File: config.mk
export PLATFORM = sky130hd
export DESIGN_NAME = sserr_regs
export DESIGN_NICKNAME = d
export VERILOG_FILES = /design/src/sserr_pkg.sv /design/src/sserr_regs.sv
export SDC_FILE = /design/constraint.sdc
export NUM_CORES = 1
export LEC_CHECK = 0
export BUFFER_PORTS_ARGS = -buffer_cell sky130_fd_sc_hd__buf_2
export CORE_ASPECT_RATIO = 1.2
export CORE_MARGIN = 3
export CORE_UTILIZATION = 48
export DETAILED_ROUTE_END_ITERATION = 6
export GPL_TIMING_DRIVEN = 1
export PLACE_DENSITY = 0.79
export SYNTH_ARGS = -nofsm -noshare
export SYNTH_HDL_FRONTEND = slang
export SYNTH_SLANG_ARGS = --single-unit
File: constraint.sdc
create_clock -name clk_i -period 2.3 [get_ports clk_i]
set_clock_uncertainty 0.05 [all_clocks]
set_input_delay 0.115 -clock clk_i [delete_from_list [all_inputs] [get_ports clk_i]]
set_output_delay 0.115 -clock clk_i [all_outputs]
set_load 0.01 [all_outputs]
File: src/sserr_pkg.sv
// package with the register map, field positions and reset values of the sensor status and error bank
// Contract
// - fatal flag while not operational, reset-only clear
// - error code: 0x00 none, 0x01 bad config
// - fifo error bit 6, cleared on read
// - aux error bit 7, cleared on read
// - error register resets 0x00, read-only, bit5 reserved
// - status resets 0x10, bit 4 command ready
// - status bit 2 shows manual aux transfer
// - status bit 5 aux ready, cleared reading aux
// - status bit 7 accel ready, cleared reading accel
// - aux x/y/z 16-bit at 0x0A-0x0F, little endian
package sserr_pkg;
  // register indexes; byte address is four times the index
  localparam logic [5:0] SSERR_IDX_ERROR_REPORT = 6'h02;
  localparam logic [5:0] SSERR_IDX_SENSOR_FLAGS = 6'h03;
  localparam logic [5:0] SSERR_IDX_AUX_X_LOW    = 6'h0A;
  localparam logic [5:0] SSERR_IDX_AUX_X_HIGH   = 6'h0B;
  localparam logic [5:0] SSERR_IDX_AUX_Y_LOW    = 6'h0C;
  localparam logic [5:0] SSERR_IDX_AUX_Y_HIGH   = 6'h0D;
  localparam logic [5:0] SSERR_IDX_AUX_Z_LOW    = 6'h0E;
  localparam logic [5:0] SSERR_IDX_AUX_Z_HIGH   = 6'h0F;
  localparam logic [5:0] SSERR_IDX_IRQ_STATUS   = 6'h20;
  localparam logic [5:0] SSERR_IDX_IRQ_MASK     = 6'h21;

  // error_report fields
  localparam int SSERR_ERR_FATAL_BIT = 0;
  localparam int SSERR_ERR_CMD_BIT   = 1;
  localparam int SSERR_ERR_CODE_LSB  = 2;
  localparam int SSERR_ERR_CODE_W    = 3;
  localparam int SSERR_ERR_FIFO_BIT  = 6;
  localparam int SSERR_ERR_AUX_BIT   = 7;
  localparam logic [2:0] SSERR_CODE_NO_ERROR  = 3'h0;
  localparam logic [2:0] SSERR_CODE_ACC_ERROR = 3'h1;
  localparam logic [7:0] SSERR_ERR_RESET      = 8'h00;

  // sensor_flags fields
  localparam int SSERR_STAT_MANUAL_BIT   = 2;
  localparam int SSERR_STAT_CMD_RDY_BIT  = 4;
  localparam int SSERR_STAT_DRDY_AUX_BIT = 5;
  localparam int SSERR_STAT_DRDY_ACC_BIT = 7;
  localparam logic [7:0] SSERR_STAT_RESET = 8'h10;

  // interrupt status and mask layout
  localparam int SSERR_IRQ_W        = 6;
  localparam int SSERR_IRQ_FATAL    = 0;
  localparam int SSERR_IRQ_CMD_ERR  = 1;
  localparam int SSERR_IRQ_FIFO_ERR = 2;
  localparam int SSERR_IRQ_AUX_ERR  = 3;
  localparam int SSERR_IRQ_DRDY_AUX = 4;
  localparam int SSERR_IRQ_DRDY_ACC = 5;
  localparam logic [5:0] SSERR_IRQ_RESET = 6'h00;

  localparam logic [15:0] SSERR_SAMPLE_RESET = 16'h0000;
  localparam logic [31:0] SSERR_BUS_ZERO     = 32'h0000_0000;
endpackage : sserr_pkg

File: src/sserr_regs.sv
// error report, status flags and auxiliary sample registers behind a classic wishbone slave
module sserr_regs
  import sserr_pkg::*;
#(
  parameter int SAMPLE_W = 16
) (
  input  wire logic                clk_i,
  input  wire logic                rst_i,
  // wishbone slave
  input  wire logic                cyc_i,
  input  wire logic                stb_i,
  input  wire logic                we_i,
  input  wire logic [7:0]          adr_i,
  input  wire logic [3:0]          sel_i,
  input  wire logic [31:0]         dat_i,
  output logic      [31:0]         dat_o,
  output logic                     ack_o,
  output logic                     irq_o,
  // internal sources
  input  wire logic                soft_reset_i,
  input  wire logic                operational_i,
  input  wire logic                accel_configuration_bad_i,
  input  wire logic                cmd_busy_i,
  input  wire logic                cmd_fail_i,
  input  wire logic                fifo_discard_i,
  input  wire logic                aux_i2c_error_i,
  input  wire logic                manual_secondary_transfer_active_i,
  input  wire logic                aux_sample_valid_i,
  input  wire logic [SAMPLE_W-1:0] aux_x_i,
  input  wire logic [SAMPLE_W-1:0] aux_y_i,
  input  wire logic [SAMPLE_W-1:0] aux_z_i,
  input  wire logic                accel_sample_valid_i,
  input  wire logic                accel_data_read_i
);

  // bus answer, interrupt pin and register state not held in the flag instances
  logic                ack_q, ack_d;
  logic [31:0]         dat_q, dat_d;
  logic                irq_q, irq_d;
  logic                fatal_q, fatal_d;
  logic [2:0]          code_q, code_d;
  logic                cmd_rdy_q, cmd_rdy_d;
  logic                manual_q, manual_d;
  logic [5:0]          irq_stat_q, irq_stat_d;
  logic [5:0]          irq_mask_q, irq_mask_d;

  // outputs of the flag and sample instances
  logic                cmd_err, fifo_err, aux_err;
  logic                drdy_aux, drdy_acc;
  logic [SAMPLE_W-1:0] aux_x, aux_y, aux_z;

  // request decode and register views
  logic                sync_rst;
  logic                take;
  logic [5:0]          idx;
  logic                rd_err, rd_aux, wr_istat, wr_imask;
  logic [7:0]          err_byte, stat_byte;
  logic [5:0]          irq_evt, istat_clr;

  // soft reset is synchronous and restores exactly the power-on values
  assign sync_rst = rst_i | soft_reset_i;

  // a request is taken once, in the cycle before ack rises
  assign take     = cyc_i & stb_i & ~ack_q;
  assign idx      = adr_i[7:2];
  assign rd_err   = take & ~we_i & (idx == SSERR_IDX_ERROR_REPORT);
  assign rd_aux   = take & ~we_i & (idx >= SSERR_IDX_AUX_X_LOW) & (idx <= SSERR_IDX_AUX_Z_HIGH);
  assign wr_istat = take & we_i & sel_i[0] & (idx == SSERR_IDX_IRQ_STATUS);
  assign wr_imask = take & we_i & sel_i[0] & (idx == SSERR_IDX_IRQ_MASK);

  // register views; reserved bits read as zero
  always_comb begin
    err_byte = SSERR_ERR_RESET;
    err_byte[SSERR_ERR_FATAL_BIT] = fatal_q;
    err_byte[SSERR_ERR_CMD_BIT]   = cmd_err;
    err_byte[SSERR_ERR_CODE_LSB +: SSERR_ERR_CODE_W] = code_q;
    err_byte[SSERR_ERR_FIFO_BIT]  = fifo_err;
    err_byte[SSERR_ERR_AUX_BIT]   = aux_err;
    stat_byte = '0;
    stat_byte[SSERR_STAT_MANUAL_BIT]   = manual_q;
    stat_byte[SSERR_STAT_CMD_RDY_BIT]  = cmd_rdy_q;
    stat_byte[SSERR_STAT_DRDY_AUX_BIT] = drdy_aux;
    stat_byte[SSERR_STAT_DRDY_ACC_BIT] = drdy_acc;
  end

  // fatal flag and error code next values
  always_comb begin
    fatal_d = fatal_q | ~operational_i;
    code_d  = accel_configuration_bad_i ? SSERR_CODE_ACC_ERROR : SSERR_CODE_NO_ERROR;
  end

  // fatal flag and error code registers; only a reset clears the fatal flag
  always_ff @(posedge clk_i) begin
    if (sync_rst) begin
      fatal_q <= 1'b0;
      code_q  <= SSERR_CODE_NO_ERROR;
    end else begin
      fatal_q <= fatal_d;
      code_q  <= code_d;
    end
  end

  sserr_sticky_flag u_cmd_err (
    .clk_i  (clk_i),
    .rst_i  (sync_rst),
    .set_i  (cmd_fail_i),
    .clr_i  (rd_err),
    .flag_o (cmd_err)
  );

  sserr_sticky_flag u_fifo_err (
    .clk_i  (clk_i),
    .rst_i  (sync_rst),
    .set_i  (fifo_discard_i),
    .clr_i  (rd_err),
    .flag_o (fifo_err)
  );

  sserr_sticky_flag u_aux_err (
    .clk_i  (clk_i),
    .rst_i  (sync_rst),
    .set_i  (aux_i2c_error_i),
    .clr_i  (rd_err),
    .flag_o (aux_err)
  );

  // status levels follow their sources one cycle later
  always_comb begin
    cmd_rdy_d = ~cmd_busy_i;
    manual_d  = manual_secondary_transfer_active_i;
  end

  // status level registers; command ready resets high
  always_ff @(posedge clk_i) begin
    if (sync_rst) begin
      cmd_rdy_q <= SSERR_STAT_RESET[SSERR_STAT_CMD_RDY_BIT];
      manual_q  <= SSERR_STAT_RESET[SSERR_STAT_MANUAL_BIT];
    end else begin
      cmd_rdy_q <= cmd_rdy_d;
      manual_q  <= manual_d;
    end
  end

  // aux x sample, low byte at the lower index
  sserr_sample_reg #(
    .W (SAMPLE_W)
  ) u_aux_x (
    .clk_i  (clk_i),
    .rst_i  (sync_rst),
    .load_i (aux_sample_valid_i),
    .d_i    (aux_x_i),
    .q_o    (aux_x)
  );

  sserr_sample_reg #(
    .W (SAMPLE_W)
  ) u_aux_y (
    .clk_i  (clk_i),
    .rst_i  (sync_rst),
    .load_i (aux_sample_valid_i),
    .d_i    (aux_y_i),
    .q_o    (aux_y)
  );

  sserr_sample_reg #(
    .W (SAMPLE_W)
  ) u_aux_z (
    .clk_i  (clk_i),
    .rst_i  (sync_rst),
    .load_i (aux_sample_valid_i),
    .d_i    (aux_z_i),
    .q_o    (aux_z)
  );

  sserr_sticky_flag u_drdy_aux (
    .clk_i  (clk_i),
    .rst_i  (sync_rst),
    .set_i  (aux_sample_valid_i),
    .clr_i  (rd_aux),
    .flag_o (drdy_aux)
  );

  sserr_sticky_flag u_drdy_acc (
    .clk_i  (clk_i),
    .rst_i  (sync_rst),
    .set_i  (accel_sample_valid_i),
    .clr_i  (accel_data_read_i),
    .flag_o (drdy_acc)
  );

  // interrupt events are the rising conditions of each flag
  always_comb begin
    irq_evt = '0;
    irq_evt[SSERR_IRQ_FATAL]    = ~operational_i & ~fatal_q;
    irq_evt[SSERR_IRQ_CMD_ERR]  = cmd_fail_i;
    irq_evt[SSERR_IRQ_FIFO_ERR] = fifo_discard_i;
    irq_evt[SSERR_IRQ_AUX_ERR]  = aux_i2c_error_i;
    irq_evt[SSERR_IRQ_DRDY_AUX] = aux_sample_valid_i;
    irq_evt[SSERR_IRQ_DRDY_ACC] = accel_sample_valid_i;
    // write one to clear, a new event in the same cycle survives
    istat_clr  = wr_istat ? dat_i[5:0] : SSERR_IRQ_RESET;
    irq_stat_d = irq_evt | (irq_stat_q & ~istat_clr);
    irq_mask_d = wr_imask ? dat_i[5:0] : irq_mask_q;
    // registered so the pin never glitches
    irq_d      = |(irq_stat_d & irq_mask_d);
  end

  // interrupt registers; the pin itself comes straight from a flop
  always_ff @(posedge clk_i) begin
    if (sync_rst) begin
      irq_stat_q <= SSERR_IRQ_RESET;
      irq_mask_q <= SSERR_IRQ_RESET;
      irq_q      <= 1'b0;
    end else begin
      irq_stat_q <= irq_stat_d;
      irq_mask_q <= irq_mask_d;
      irq_q      <= irq_d;
    end
  end

  // bus answer: ack one cycle after take, then dropped for a cycle
  always_comb begin
    ack_d = take;
    dat_d = SSERR_BUS_ZERO;
    if (take && !we_i) begin
      case (idx)
        SSERR_IDX_ERROR_REPORT: dat_d[7:0] = err_byte;
        SSERR_IDX_SENSOR_FLAGS: dat_d[7:0] = stat_byte;
        SSERR_IDX_AUX_X_LOW:    dat_d[7:0] = aux_x[7:0];
        SSERR_IDX_AUX_X_HIGH:   dat_d[7:0] = aux_x[15:8];
        SSERR_IDX_AUX_Y_LOW:    dat_d[7:0] = aux_y[7:0];
        SSERR_IDX_AUX_Y_HIGH:   dat_d[7:0] = aux_y[15:8];
        SSERR_IDX_AUX_Z_LOW:    dat_d[7:0] = aux_z[7:0];
        SSERR_IDX_AUX_Z_HIGH:   dat_d[7:0] = aux_z[15:8];
        SSERR_IDX_IRQ_STATUS:   dat_d[5:0] = irq_stat_q;
        SSERR_IDX_IRQ_MASK:     dat_d[5:0] = irq_mask_q;
        default:                dat_d      = SSERR_BUS_ZERO;
      endcase
    end
  end

  // bus registers; read data is zero outside the ack cycle
  always_ff @(posedge clk_i) begin
    if (sync_rst) begin
      ack_q <= 1'b0;
      dat_q <= SSERR_BUS_ZERO;
    end else begin
      ack_q <= ack_d;
      dat_q <= dat_d;
    end
  end

  // every output comes from a flop
  assign ack_o = ack_q;
  assign dat_o = dat_q;
  assign irq_o = irq_q;

endmodule // sserr_regs

// clear-on-read flag: a set in the clearing cycle wins so no event is lost
module sserr_sticky_flag
  import sserr_pkg::*;
(
  input  wire logic clk_i,
  input  wire logic rst_i,
  input  wire logic set_i,
  input  wire logic clr_i,
  output logic      flag_o
);
  logic flag_q, flag_d;

  // next value: set beats clear
  always_comb begin
    flag_d = set_i | (flag_q & ~clr_i);
  end

  // state register; rst_i here already includes the soft reset
  always_ff @(posedge clk_i) begin
    if (rst_i) begin
      flag_q <= 1'b0;
    end else begin
      flag_q <= flag_d;
    end
  end

  assign flag_o = flag_q;

endmodule // sserr_sticky_flag

// one sample register of parameterised width, loaded on a valid pulse
module sserr_sample_reg
  import sserr_pkg::*;
#(
  parameter int W = 16
) (
  input  wire logic         clk_i,
  input  wire logic         rst_i,
  input  wire logic         load_i,
  input  wire logic [W-1:0] d_i,
  output logic      [W-1:0] q_o
);
  logic [W-1:0] smp_q, smp_d;

  // hold the old sample until a new one is stored
  always_comb begin
    smp_d = load_i ? d_i : smp_q;
  end

  // state register; all bytes reset to zero
  always_ff @(posedge clk_i) begin
    if (rst_i) begin
      smp_q <= W'(SSERR_SAMPLE_RESET);
    end else begin
      smp_q <= smp_d;
    end
  end

  assign q_o = smp_q;

endmodule // sserr_sample_reg

======== Word level (Yosys, flattened, before mapping) ========
Index checks and enable logic that the tools add are counted.
word-level totals
  register bits ........................... 105
  bits of input ports ..................... 108
  word-level logic and storage cells ...... 75
operators by class
  magnitude comparators ................... 2
  reductions and logical operators ........ 4
  bitwise operators ....................... 36
  equality and inequality tests ........... 10
  multiplexer cells ....................... 5
operators by type and width
  kind                  count
  $pmux W6 S10          1
  $eq A6 B4 Y1 const B  6
  $and A1 B1 Y1         16
  $pmux W2 S8           1
  $and A6 B6 Y6         2
  $eq A6 B2 Y1 const B  2
  $eq A6 B6 Y1 const B  2
  $mux W6               2
  $not A1 Y1            9
  $or A1 B1 Y1          7
  $ge A6 B4 Y1 const B  1
  $le A6 B4 Y1 const B  1
  $not A6 Y6            1
  $or A6 B6 Y6          1
  $reduce_or A6 Y1      1
  $reduce_or A2 Y1      1
  $logic_and A1 B1 Y1   1
  $logic_not A1 Y1      1
  $mux W1               1

======== Longest topological paths before layout ========
Gate-level depths: netlist of run 1.
  depth in word-level cells ............... 11
  gate-level depth with buffers ........... 7
  mapped depth without buffers ............ 5

======== Cells and area by module ========
A second synthesis of run 1 with hierarchy kept.
unflattened totals
  cell total of the unflattened synthesis .. 363
  area, all modules ....................... 3564.7 um2
modules (own cells, without submodules)
  module             area an instance (um2)  instances  cells each
  sserr_sample_reg   580.6                   3          52
  sserr_regs         1629.1                  1          187
  sserr_sticky_flag  38.8                    5          4

======== Worst setup path before layout of run 1 ========
OpenSTA, ideal clock, no wires.
  path type ............................... register -> register
  from .................................... reg ack_q, in the netlist ack_o
  to ...................................... reg irq_q, in the netlist irq_o
  setup time .............................. 137 ps
  path buffers ............................ 0
  arrival time ............................ 1597 ps
  clock period less this slack ............ 1784 ps
  path slack .............................. 516 ps
  stages on the path, launching flop included .. 6
  cells stage by stage .................... dfxtp_1 -> nand3b_1 -> nor4_4 -> mux2_2 -> o21ai_1 -> a41oi_2
on the way
  word-level cells in the longest chain between the ends .. 11
  elaborated cells between the ends (all ways) .. 13
  those cells by class .................... mux (2); bitwise (10); reduce/logical (1)
ends and longest elaborated chain
  element                          line                                source
  start, declared                  sserr_regs.sv:37                    logic ack_q, ack_d;
  start signal, assigned           sserr_regs.sv:248                   ack_q <= ack_d;
  $not A1 Y1 (*)                   sserr_regs.sv:64                    assign take = cyc_i & stb_i & ~ack_q;
  $and A1 B1 Y1 (*)                sserr_regs.sv:64
  $and A1 B1 Y1 (*) (2 in series)  sserr_regs.sv:68, sserr_regs.sv:69
  $and A1 B1 Y1                    sserr_regs.sv:68                    assign wr_istat = take & we_i & sel_i[0] & (idx == SSERR_IDX_IRQ_STATUS);
  $mux W6                          sserr_regs.sv:201                   istat_clr = wr_istat ? dat_i[5:0] : SSERR_IRQ_RESET;
  $not A6 Y6                       sserr_regs.sv:202                   irq_stat_d = irq_evt | (irq_stat_q & ~istat_clr);
  $and A6 B6 Y6                    sserr_regs.sv:202
  $or A6 B6 Y6                     sserr_regs.sv:202
  $and A6 B6 Y6 (*)                sserr_regs.sv:205                   irq_d = |(irq_stat_d & irq_mask_d);
  $reduce_or A6 Y1 (*)             sserr_regs.sv:205
  end signal, assigned             sserr_regs.sv:217                   irq_q <= irq_d;
  end, declared                    sserr_regs.sv:39                    logic irq_q, irq_d;
Mark *: on every way between the ends. The rest lies on a longest branch, timed or not.
A chain may end at the register's enable or synchronous reset.

======== Worst setup path after layout of run 1 ========
Ends and elaborated chain as after synthesis.

==> reports/results.ini, run 1 <==
[critical_path]
worstSetupStartpointType=register
reg2reg_from=ack_o
worstPathMaxFanout=6
length_in_cells_of_the_worst_reg_to_reg_path=6
critPathBufInv=1
setup.reg_to_reg.worst_slack_ps=470
crit_type=register to register
crit_path_cell_chain=nand3b_1, nor4_4, buf_4, mux2_2, o21ai_1, a41oi_2
end_kind=register
r2r_end=irq_o
worst-endpoint-arrival_ps=1980
worstPathRequired_ps=2450
timing.critical_path.slowest_cell_delay_ps=360
critical-path-slowest-cell=mux2_2
critPathTopFamily=simple AND/OR/NAND/NOR gates

[drt]
routed-via-count=3107
finalWirelength_mm=9.16
dr.pass1.iters=5
post-route-drc-count=0
drt_iter0_drc=214
wl_per_cell_um=15.3
drtAntennaViolNets=0
via_per_inst=5.19

[clocking]
cts_tree=yes
cts.path.max_buffers=2
clock_tree.htree_level_count=3
ctsResizeCount=0
postCtsSetupRepairBufs=0
clk_pin_slew_ps=70
numClockSinks=79
cts_made_buffers=9
cts-hold-fix-buffers=57
clock_latency_ps=350
clockRootBuffer=clkbuf_8

[timing]
timing_worst_slew_pin_value_ps=795
final.hold.worst_slack_ps=14.8
timing_max_transition_violations_final=0
fin_crit_sh_pct=79.5
slew_headroom_pct=46.3
rsz0062_at_grt=no
final.setup.tns_ps=0
setup-violations-final=0
worst_slack_ps=471
period_needed_ps=1830
maxClockFrequency_ghz=0.547
finalHoldViolCount=0

[final_layout]
final_cell_mix=buf_2, dfxtp_1, nor2_1
mostFrequentLayoutCell=buf_2
multi_input_area_sq_um=1680
antennaDiodeCount=0
areaGrowthSynthToFinish_pct=33.8
final_net_count=616
final-seq-area_sq_um=1580
final.fill_count=551
layout-drive-gt1-share_pct=23.2
final_area_sq_um=4650

[global_route]
vias_in_the_first_global_route=3038
globalRoute.totalOverflow=0
grt_first_pass_wirelength_mm=14.8
gr-usage-all-layers_pct=22.3
maximum_number_of_pins_on_one_net_before_global_route_repair=68
initial_antenna_violation_count=0

[synth]
ys_warn_count=0
synth_flop_cell=dfxtp_1
synthTopCellsByArea=dfxtp_1, mux2i_1, nor2_1
postSynthAreaPerCell_sq_um=9.42
netlist.top_cell.by_area=dfxtp_1
synth.area.mux_share_pct=16.6
yosysSeqAreaShare_pct=45.5
synth-compound-area-share_pct=12.5
summed_instance_area_of_the_synthesized_netlist_sq_um=3480
synth-async-reset-ratio_pct=0
register_bit_count_reported_by_yosys=79
yosys.area.top_type_share_pct=45.5
synth-simple-area-share_pct=16.8
number_of_distinct_standard_cells_referenced_by_the_synthesized_netlist=48
synth_top_family_by_area=simple AND/OR/NAND/NOR gates
synth_adder_area_share_pct=0
synth_enable_flop_cells=0
synth_cells=369
synth_xor_xnor_area_share_pct=0

[power]
seq_power_share_pct=52.8
cellInternalPower_w=0.00204
irDropWorstVdd_v=0.000357
pwrdens_nw_per_um2=582
cellLeakagePower_nw=2.08
share_clk_of_total_power_pct=34.0
power_switching_share_pct=24.6
power.share.combinational_pct=13.3
power.switching_w=0.000665

[placement]
postPlaceCellArea_sq_um=3910
placer_congestion=0.878
hpwl_mm=6.32
placement.io_buffers=86
detailedPlace.worstSlack_ps=494

[worst_hold_path]
holdPathStages=3
hold_end=irq_mask_q[0]
hold_path.startpoint=dat_i[0]
worstHoldPathType=input pin to register

[floorplanning]
die_area_sq_um=8300
design.portCount=142
die_width_um=83.7
placeable_area_sq_um=6940
die_span_y_um=99.2
starting_density_of_the_core_pct=50.1
floorplan.rows=33

[job]
maxCapViolCount=0

[run_status]
status=finished, final reports clean

==> metal layers <==
layer | GRT usage (%) | up-vias | wire length (um)
met5 | 0 | - | 0
met4 | 10.5 | 0 | 305
met3 | 4.89 | 25 | 533
met2 | 37.7 | 120 | 4590
met1 | 27.1 | 1431 | 3720
li1 | - | 1531 | -
==> logic make-up (layout without fill, tap and decap cells) <==
group	count (synthesis)	after routing
buffers and inverters	53	173
AND/OR/NAND/NOR	120	120
other	1	24
AO/OA/AOI/OAI	59	59
multiplexers	57	57
flip-flops	79	79
==> power groups by stage <==
| stage | sequential (W) | clock (W) | combinational [W] |
|---|---|---|---|
| 2_1_floorplan | 0.00145 | 0 | 0.000201 |
| 3_3_place_gp | 0.00146 | 0 | 0.000273 |
| 3_5_place_dp | 0.00146 | 0 | 0.000279 |
| 4_1_cts | 0.00143 | 0.000942 | 0.000354 |
| 5_1_grt | 0.00143 | 0.000986 | 0.000395 |
| 6_report | 0.00143 | 0.000920 | 0.000360 |
==> synth_stat cells, types with 2 or more instances <==
| cell type | n |
|---|---|
| clkbuf_1 | 13 |
| a22o_1 | 4 |
| buf_4 | 25 |
| and3_1 | 5 |
| inv_1 | 6 |
| dfxtp_1 | 79 |
| o22a_1 | 2 |
| nand2b_1 | 3 |
| nand4_1 | 4 |
| o21ai_0 | 3 |
| mux2i_1 | 53 |
| buf_2 | 4 |
| and4_1 | 2 |
| and2_1 | 4 |
| buf_1 | 5 |
| a222oi_1 | 5 |
| a221oi_1 | 2 |
| o22ai_1 | 4 |
| nor2_1 | 73 |
| a21oi_1 | 12 |
| nor3_1 | 3 |
| nand3b_1 | 3 |
| a21boi_0 | 2 |
| nor4_1 | 2 |
| a22oi_1 | 15 |
| mux2_2 | 4 |
| nand2_1 | 11 |
==> per-stage QoR <==
step / std cells / util (%) / power (W)
CTS: 599 / 67.1 / 0.00272
global route: 599 / 67.1 / 0.00281
floorplan: 392 / - / 0.00165
global placement: 527 / 56.3 / 0.00173
finish: 599 / 67.1 / 0.00271
detailed placement: 527 / 56.3 / 0.00174
==> state kept, by name (all words and copies together) (netlist names) <==
register and cells:
u_aux_x.q_o 16, fatal_q 1, u_aux_y.q_o 16, ack_o 1, manual_q 1, u_aux_z.q_o 16
irq_stat_q 6, irq_o 1, u_drdy_acc.flag_o 1, dat_o 8, u_drdy_aux.flag_o 1, irq_mask_q 6
code_q 1, cmd_rdy_q 1, u_fifo_err.flag_o 1, u_cmd_err.flag_o 1, u_aux_err.flag_o 1
==> how the worst max path moves through the flow <==
stage	from	to	slack (ps)	cells past startpoint
6_report	ack_o	irq_o	470	6
5_1_grt	ack_o	irq_o	390	6
4_1_cts	ack_o	irq_o	470	6
3_5_place_dp	ack_o	irq_o	490	6
3_3_place_gp	ack_o	irq_o	500	6
2_1_floorplan	ack_o	irq_o	520	5
==> tightest hold or removal path, cell delays in order <==
cell     delay, ps
buf_2           90
mux2i_1         80
nor2_1          90
==> final cells by class <==
class / count / area share (%)
Multi-Input combinational cell: 260 / 36.2
Sequential cell: 79 / 34.0
Timing Repair Buffer: 152 / 23.2
Clock buffer: 13 / 3.42
Tap cell: 87 / 2.34
Inverter: 6 / 0.484
Clock inverter: 2 / 0.350
Note: power is estimated with default switching activity, not from simulation.
==> run 2, diff against run 1 <==
ABC_AREA = 1   (was not set)
clock period = 1.9 ns   (was 2.3 ns; I/O delays follow)
==> reports/results.ini, run 2 <==
[drt]
finalWirelength_mm=9.35  ; +2.1%
drt_iter0_drc=218  ; +1.9%
routed-via-count=3529  ; +14%
wl_per_cell_um=13.2  ; -13%
via_per_inst=4.99  ; -3.8%
drtAntennaViolNets=0  ; unchanged
dr.pass1.iters=5  ; unchanged
post-route-drc-count=0  ; unchanged

[floorplanning]
floorplan.rows=33  ; unchanged
placeable_area_sq_um=6980  ; +0.60%
design.portCount=142  ; unchanged
die_span_y_um=99.6  ; +0.39%
die_width_um=84  ; +0.38%
starting_density_of_the_core_pct=50.2  ; +0.12 points
die_area_sq_um=8370  ; +0.77%

[synth]
summed_instance_area_of_the_synthesized_netlist_sq_um=3500  ; +0.83%
yosys-top-cells-count=nand2_1, dfxtp_1, a21oi_1, inv_1, o21ai_0
yosysSeqAreaShare_pct=45.1  ; -0.37 points
netlist.top_cell.by_area=dfxtp_1
synth_enable_flop_cells=0  ; unchanged
synth_cells=485  ; +31%
yosys.area.top_type_share_pct=45.1  ; -0.37 points
ys_warn_count=0  ; unchanged
postSynthAreaPerCell_sq_um=7.23  ; -23%
synth-async-reset-ratio_pct=0  ; unchanged
synth_flop_cell=dfxtp_1
register_bit_count_reported_by_yosys=79  ; unchanged
synth_most_common_cell=nand2_1
number_of_distinct_standard_cells_referenced_by_the_synthesized_netlist=33  ; -31%
synthTopCellsByArea=dfxtp_1, nand2_1, a21oi_1

[critical_path]
end_kind=register
crit_top_cell=nand2_1
worst-endpoint-arrival_ps=1730  ; -250 ps
worstSetupStartpointType=input pin
timing.critical_path.slowest_cell_delay_ps=530  ; +170 ps
critical-path-slowest-cell=dlygate4sd3_1
worstPathMaxFanout=11  ; +5
worstPathRequired_ps=2070  ; -380 ps
crit_path_cell_chain=dlygate4sd3_1, buf_2, nand3_1, nor2_1, buf_4, nand2_2, nand2_1, nand2_1, nand2_1, nand2_1, nor2_1, a21oi_1
crit_type=input pin to register
length_in_cells_of_the_worst_reg_to_reg_path=11  ; +5

[clocking]
clock_tree.htree_level_count=3  ; unchanged
clk_pin_slew_ps=70  ; about the same
cts.path.max_buffers=2  ; unchanged
clockRootBuffer=clkbuf_8
postCtsSetupRepairBufs=0  ; unchanged
numClockSinks=79  ; unchanged
cts_tree=yes
cts_made_buffers=9  ; unchanged
clock_latency_ps=350  ; about the same

[job]
maxCapViolCount=0  ; unchanged

[timing]
setup-violations-final=0  ; unchanged
rsz0062_at_grt=no
final.setup.tns_ps=0  ; unchanged
period_needed_ps=1570
fin_crit_sh_pct=82.5
final.hold.worst_slack_ps=-1.28  ; -16.1 ps
maxClockFrequency_ghz=0.638
finalHoldViolCount=1  ; +1
timing_max_transition_violations_final=0  ; unchanged

[final_layout]
areaGrowthSynthToFinish_pct=32.3
mostFrequentLayoutCell=nand2_1
antennaDiodeCount=0  ; unchanged
final_cell_mix=nand2_1, buf_2, dfxtp_1
final_area_sq_um=4640  ; -0.35%
final_net_count=723  ; +17%
layout-drive-gt1-share_pct=20.2  ; -3.1 points

[power]
pwrdens_nw_per_um2=771  ; +32%
irDropWorstVdd_v=0.000444  ; +24%
cellLeakagePower_nw=2.00  ; -3.7%

[global_route]
vias_in_the_first_global_route=3342  ; +10%
initial_antenna_violation_count=0  ; unchanged
grt_first_pass_wirelength_mm=15.4  ; +3.5%
globalRoute.totalOverflow=0  ; unchanged
maximum_number_of_pins_on_one_net_before_global_route_repair=76  ; +12%
gr-usage-all-layers_pct=22.8  ; +0.43 points

[worst_hold_path]
worstHoldPathType=input pin to register
holdPathStages=3  ; unchanged

[placement]
hpwl_mm=6.65  ; +5.2%
placement.io_buffers=86  ; unchanged
placer_congestion=0.862  ; -1.8%
postPlaceCellArea_sq_um=3910  ; +0.16%

[run_status]
violations=negative hold slack
status=finished with violations

-- run 2: changes by cell type after synthesis, moves of 15 or more --
cell,delta
nand2_1,+110
a21oi_1,+62
mux2i_1,-53
nor2_1,-48
inv_1,+45
o21ai_0,+25
nand3_1,+17
a22oi_1,-15
-- run 2: metrics by stage --
stage / power [W] / worst slack, ps / instances / util, %
detailed placement: 0.00206 / 311 / 643 / 56.1
CTS: 0.00359 / 354 / 707 / 66.4
finish: 0.00357 / 333 / 707 / 66.4
floorplan: 0.00197 / 521 / 508 / -
global placement: 0.00206 / 328 / 643 / 56.1
global route: 0.00372 / 152 / 707 / 66.4
-- run 2: worst max-delay path: cells and delay by family --
family | cells | cell delay (ps)
AND/OR/NAND/NOR | 8 | 730
buffers and inverters | 3 | 820
AO/OA/AOI/OAI | 1 | 70
-- run 2: where the power goes --
| group | internal (W) | leakage, nW | total, W | switching, W |
|---|---|---|---|---|
| Clock | 0.000885 | 0.123 | 0.00146 | 0.000580 |
| Sequential | 0.00171 | 0.644 | 0.00173 | 0.0000222 |
| Combinational | 0.000178 | 1.24 | 0.000379 | 0.000201 |
| Total | 0.00277 | 2.00 | 0.00357 | 0.000803 |
-- run 2: repair_timing --
item / in CTS / in global routing
resized for setup: 0 / 0
hold buffers: 48 / 0
endpoints found under the setup margin: 0 / 0
hold endpoints to repair: 48 / 0
-- run 2: final timing paths --
| kind | from | end | slack [ps] |
|---|---|---|---|
| worst max register to register | ack_o | irq_o | 350 |
| worst min-delay path | aux_z_i[13] | u_aux_z.q_o[13] | -1 |
| worst min register to register | u_aux_z.q_o[3] | u_aux_z.q_o[3] | 410 |
| worst max-delay path | cyc_i | irq_o | 330 |
-- run 2: cell type report --
type                    count  area, sq um
repair buffers            141          976
multi-input cells         332         1530
fillers                   610         2340
inverters                  52          195
well taps                  87          109
flip-flops and latches     79         1580
clock inverters             2         60.1
clock buffers              14          183
-- run 2: cells by family after synthesis --
family	after synthesis	share of synthesized area, %
other cells	1	0.107
buf+inv	97	13.6
compound gates	124	19.0
simple gates	184	22.1
flops	79	45.1
-- run 2: per-layer routing --
layer	vias up	routed length, um	global-route usage, %
met5	-	0	0
met4	0	200	9.16
met3	15	518	3.40
met2	122	4700	39.7
met1	1612	3930	28.2
li1	1780	-	-
==> run 3, diff against run 2 <==
clock period = 1.6 ns   (was 1.9 ns; I/O delays follow)
==> reports/results.ini, run 3 (synthesis results as in run 2) <==
[clocking]
clk_pin_slew_ps=80  ; about the same
clock_tree.htree_level_count=3  ; unchanged
clockRootBuffer=clkbuf_8
cts_tree=yes
cts_made_buffers=9  ; unchanged
cts.path.max_buffers=2  ; unchanged
numClockSinks=79  ; unchanged
clock_latency_ps=360  ; about the same

[power]
pwrdens_nw_per_um2=841  ; +9.1%
cellLeakagePower_nw=2.08  ; +3.9%
power.share.combinational_pct=12.2  ; +1.6 points
irDropWorstVdd_v=0.000497  ; +12%
power_switching_share_pct=24.9  ; +2.4 points
power.switching_w=0.00100  ; +25%
cellInternalPower_w=0.00302  ; +8.9%
share_clk_of_total_power_pct=36.7  ; -4.3 points
seq_power_share_pct=51.1  ; +2.7 points

[final_layout]
areaGrowthSynthToFinish_pct=36.4
final_net_count=741  ; +2.5%
layout-drive-gt1-share_pct=21.6  ; +1.5 points
final_cell_mix=nand2_1, buf_2, dfxtp_1
final.fill_count=582  ; -4.6%
final_cell_count_no_fill=725  ; +2.5%
mostFrequentLayoutCell=nand2_1
final-seq-area_sq_um=1580  ; about the same
multi_input_area_sq_um=1560  ; +1.6%
finalCoreUtilization_pct=68.5  ; +2.1 points
final_area_sq_um=4780  ; +3.1%
antennaDiodeCount=0  ; unchanged

[timing]
maxClockFrequency_ghz=0.657
timing_max_transition_violations_final=0  ; unchanged
worst_slack_ps=78.1  ; -255 ps
fin_crit_sh_pct=95.1
period_needed_ps=1520
final.setup.tns_ps=0  ; unchanged
setup-violations-final=0  ; unchanged
finalHoldViolCount=0  ; -1
rsz0062_at_grt=yes

[floorplanning]
die_area_sq_um=8370  ; unchanged
placeable_area_sq_um=6980  ; unchanged
starting_density_of_the_core_pct=50.2  ; unchanged
die_width_um=84  ; unchanged
die_span_y_um=99.6  ; unchanged
floorplan.rows=33  ; unchanged
design.portCount=142  ; unchanged

[drt]
finalWirelength_mm=9.95  ; +6.5%
routed-via-count=3664  ; +3.8%
dr.pass1.iters=5  ; unchanged
via_per_inst=5.05  ; +1.2%
drt_iter0_drc=248  ; +14%
wl_per_cell_um=13.7  ; +3.8%
post-route-drc-count=0  ; unchanged
drtAntennaViolNets=0  ; unchanged

[placement]
postPlaceCellArea_sq_um=3950  ; +0.96%
placer_congestion=0.855  ; -0.81%
dp_cells=648  ; +0.78%
hpwl_mm=6.67  ; +0.32%
detailedPlace.worstSlack_ps=72.9  ; -238 ps
placement.io_buffers=86  ; unchanged

[critical_path]
worstSetupStartpointType=register
length_in_cells_of_the_worst_reg_to_reg_path=6  ; -5
worst-endpoint-arrival_ps=1740  ; about the same
crit_type=register to register
worstPathMaxFanout=3  ; -8
end_kind=register
worstPathRequired_ps=1810  ; -260 ps

[global_route]
grt_first_pass_wirelength_mm=15.8  ; +3.1%
grt_use_met3_pct=3.40  ; unchanged
vias_in_the_first_global_route=3455  ; +3.4%
initial_antenna_violation_count=0  ; unchanged
globalRoute.totalOverflow=0  ; unchanged
grt-busiest-layer=met2
grt.met1_usage_pct=29.0  ; +0.80 points
gr-usage-all-layers_pct=23.7  ; +0.92 points
maximum_number_of_pins_on_one_net_before_global_route_repair=76  ; unchanged
use_met2_pct=41.0  ; +1.3 points

[worst_hold_path]
worstHoldPathType=input pin to register
holdPathStages=3  ; unchanged

[job]
maxCapViolCount=0  ; unchanged

[run_status]
status=finished, final reports clean

run 3: repair_timing:
| action | CTS | global route |
|---|---|---|
| gates resized for setup | 0 | 9 |
| endpoints found under the setup margin | 0 | 3 |
| setup buffers | 0 | 1 |
| hold buffers | 59 | 0 |
| endpoints found under the hold margin | 62 | 0 |
run 3: path summary, 6_finish.rpt:
path / to / slack, ps / start
worst max-delay path: dat_o[6] / 80 / ack_o
worst min-delay path: u_aux_z.q_o[11] / 7 / aux_z_i[11]
worst max register to register: dat_o[6] / 80 / ack_o
worst min register to register: u_aux_z.q_o[8] / 410 / u_aux_z.q_o[8]
run 3: power groups by stage:
stage | combinational, W | sequential [W] | clock [W]
after CTS | 0.000470 | 0.00205 | 0.00148
after global routing | 0.000540 | 0.00206 | 0.00159
after global placement | 0.000350 | 0.00210 | 0
after detailed placement | 0.000358 | 0.00210 | 0
final | 0.000490 | 0.00205 | 0.00148
after floorplan | 0.000247 | 0.00209 | 0
run 3: final cells by class:
cell class / instances / area share, %
tap: 87 / 2.28
clock inverter: 6 / 1.26
timing repair buffer: 159 / 23.8
clock buffer: 10 / 2.88
multi-input combinational: 332 / 32.5
inverter: 52 / 4.08
sequential: 79 / 33.1
run 3: metal layers:
layer,vias to the layer above,share of wire (%),wire (um)
li1,1817,-,-
met4,0,2.7,270
met3,24,5.8,573
met5,-,0,0
met1,1676,42,4140
met2,147,50,4970
run 3: per-stage QoR:
step	total power [W]	hold slack, ps
after global routing	0.00419	26.8
after global placement	0.00245	207
final	0.00402	6.70
after detailed placement	0.00246	212
after floorplan	0.00234	100
after CTS	0.00400	0.483
run 3: critical path, cell delays in order, from the launching register on:
cell,delay (ps)
dfxtp_2,330
inv_1,60
nand3_2,100
or2_2,340
nor2_1,130
o211ai_1,190
a41oi_1,230
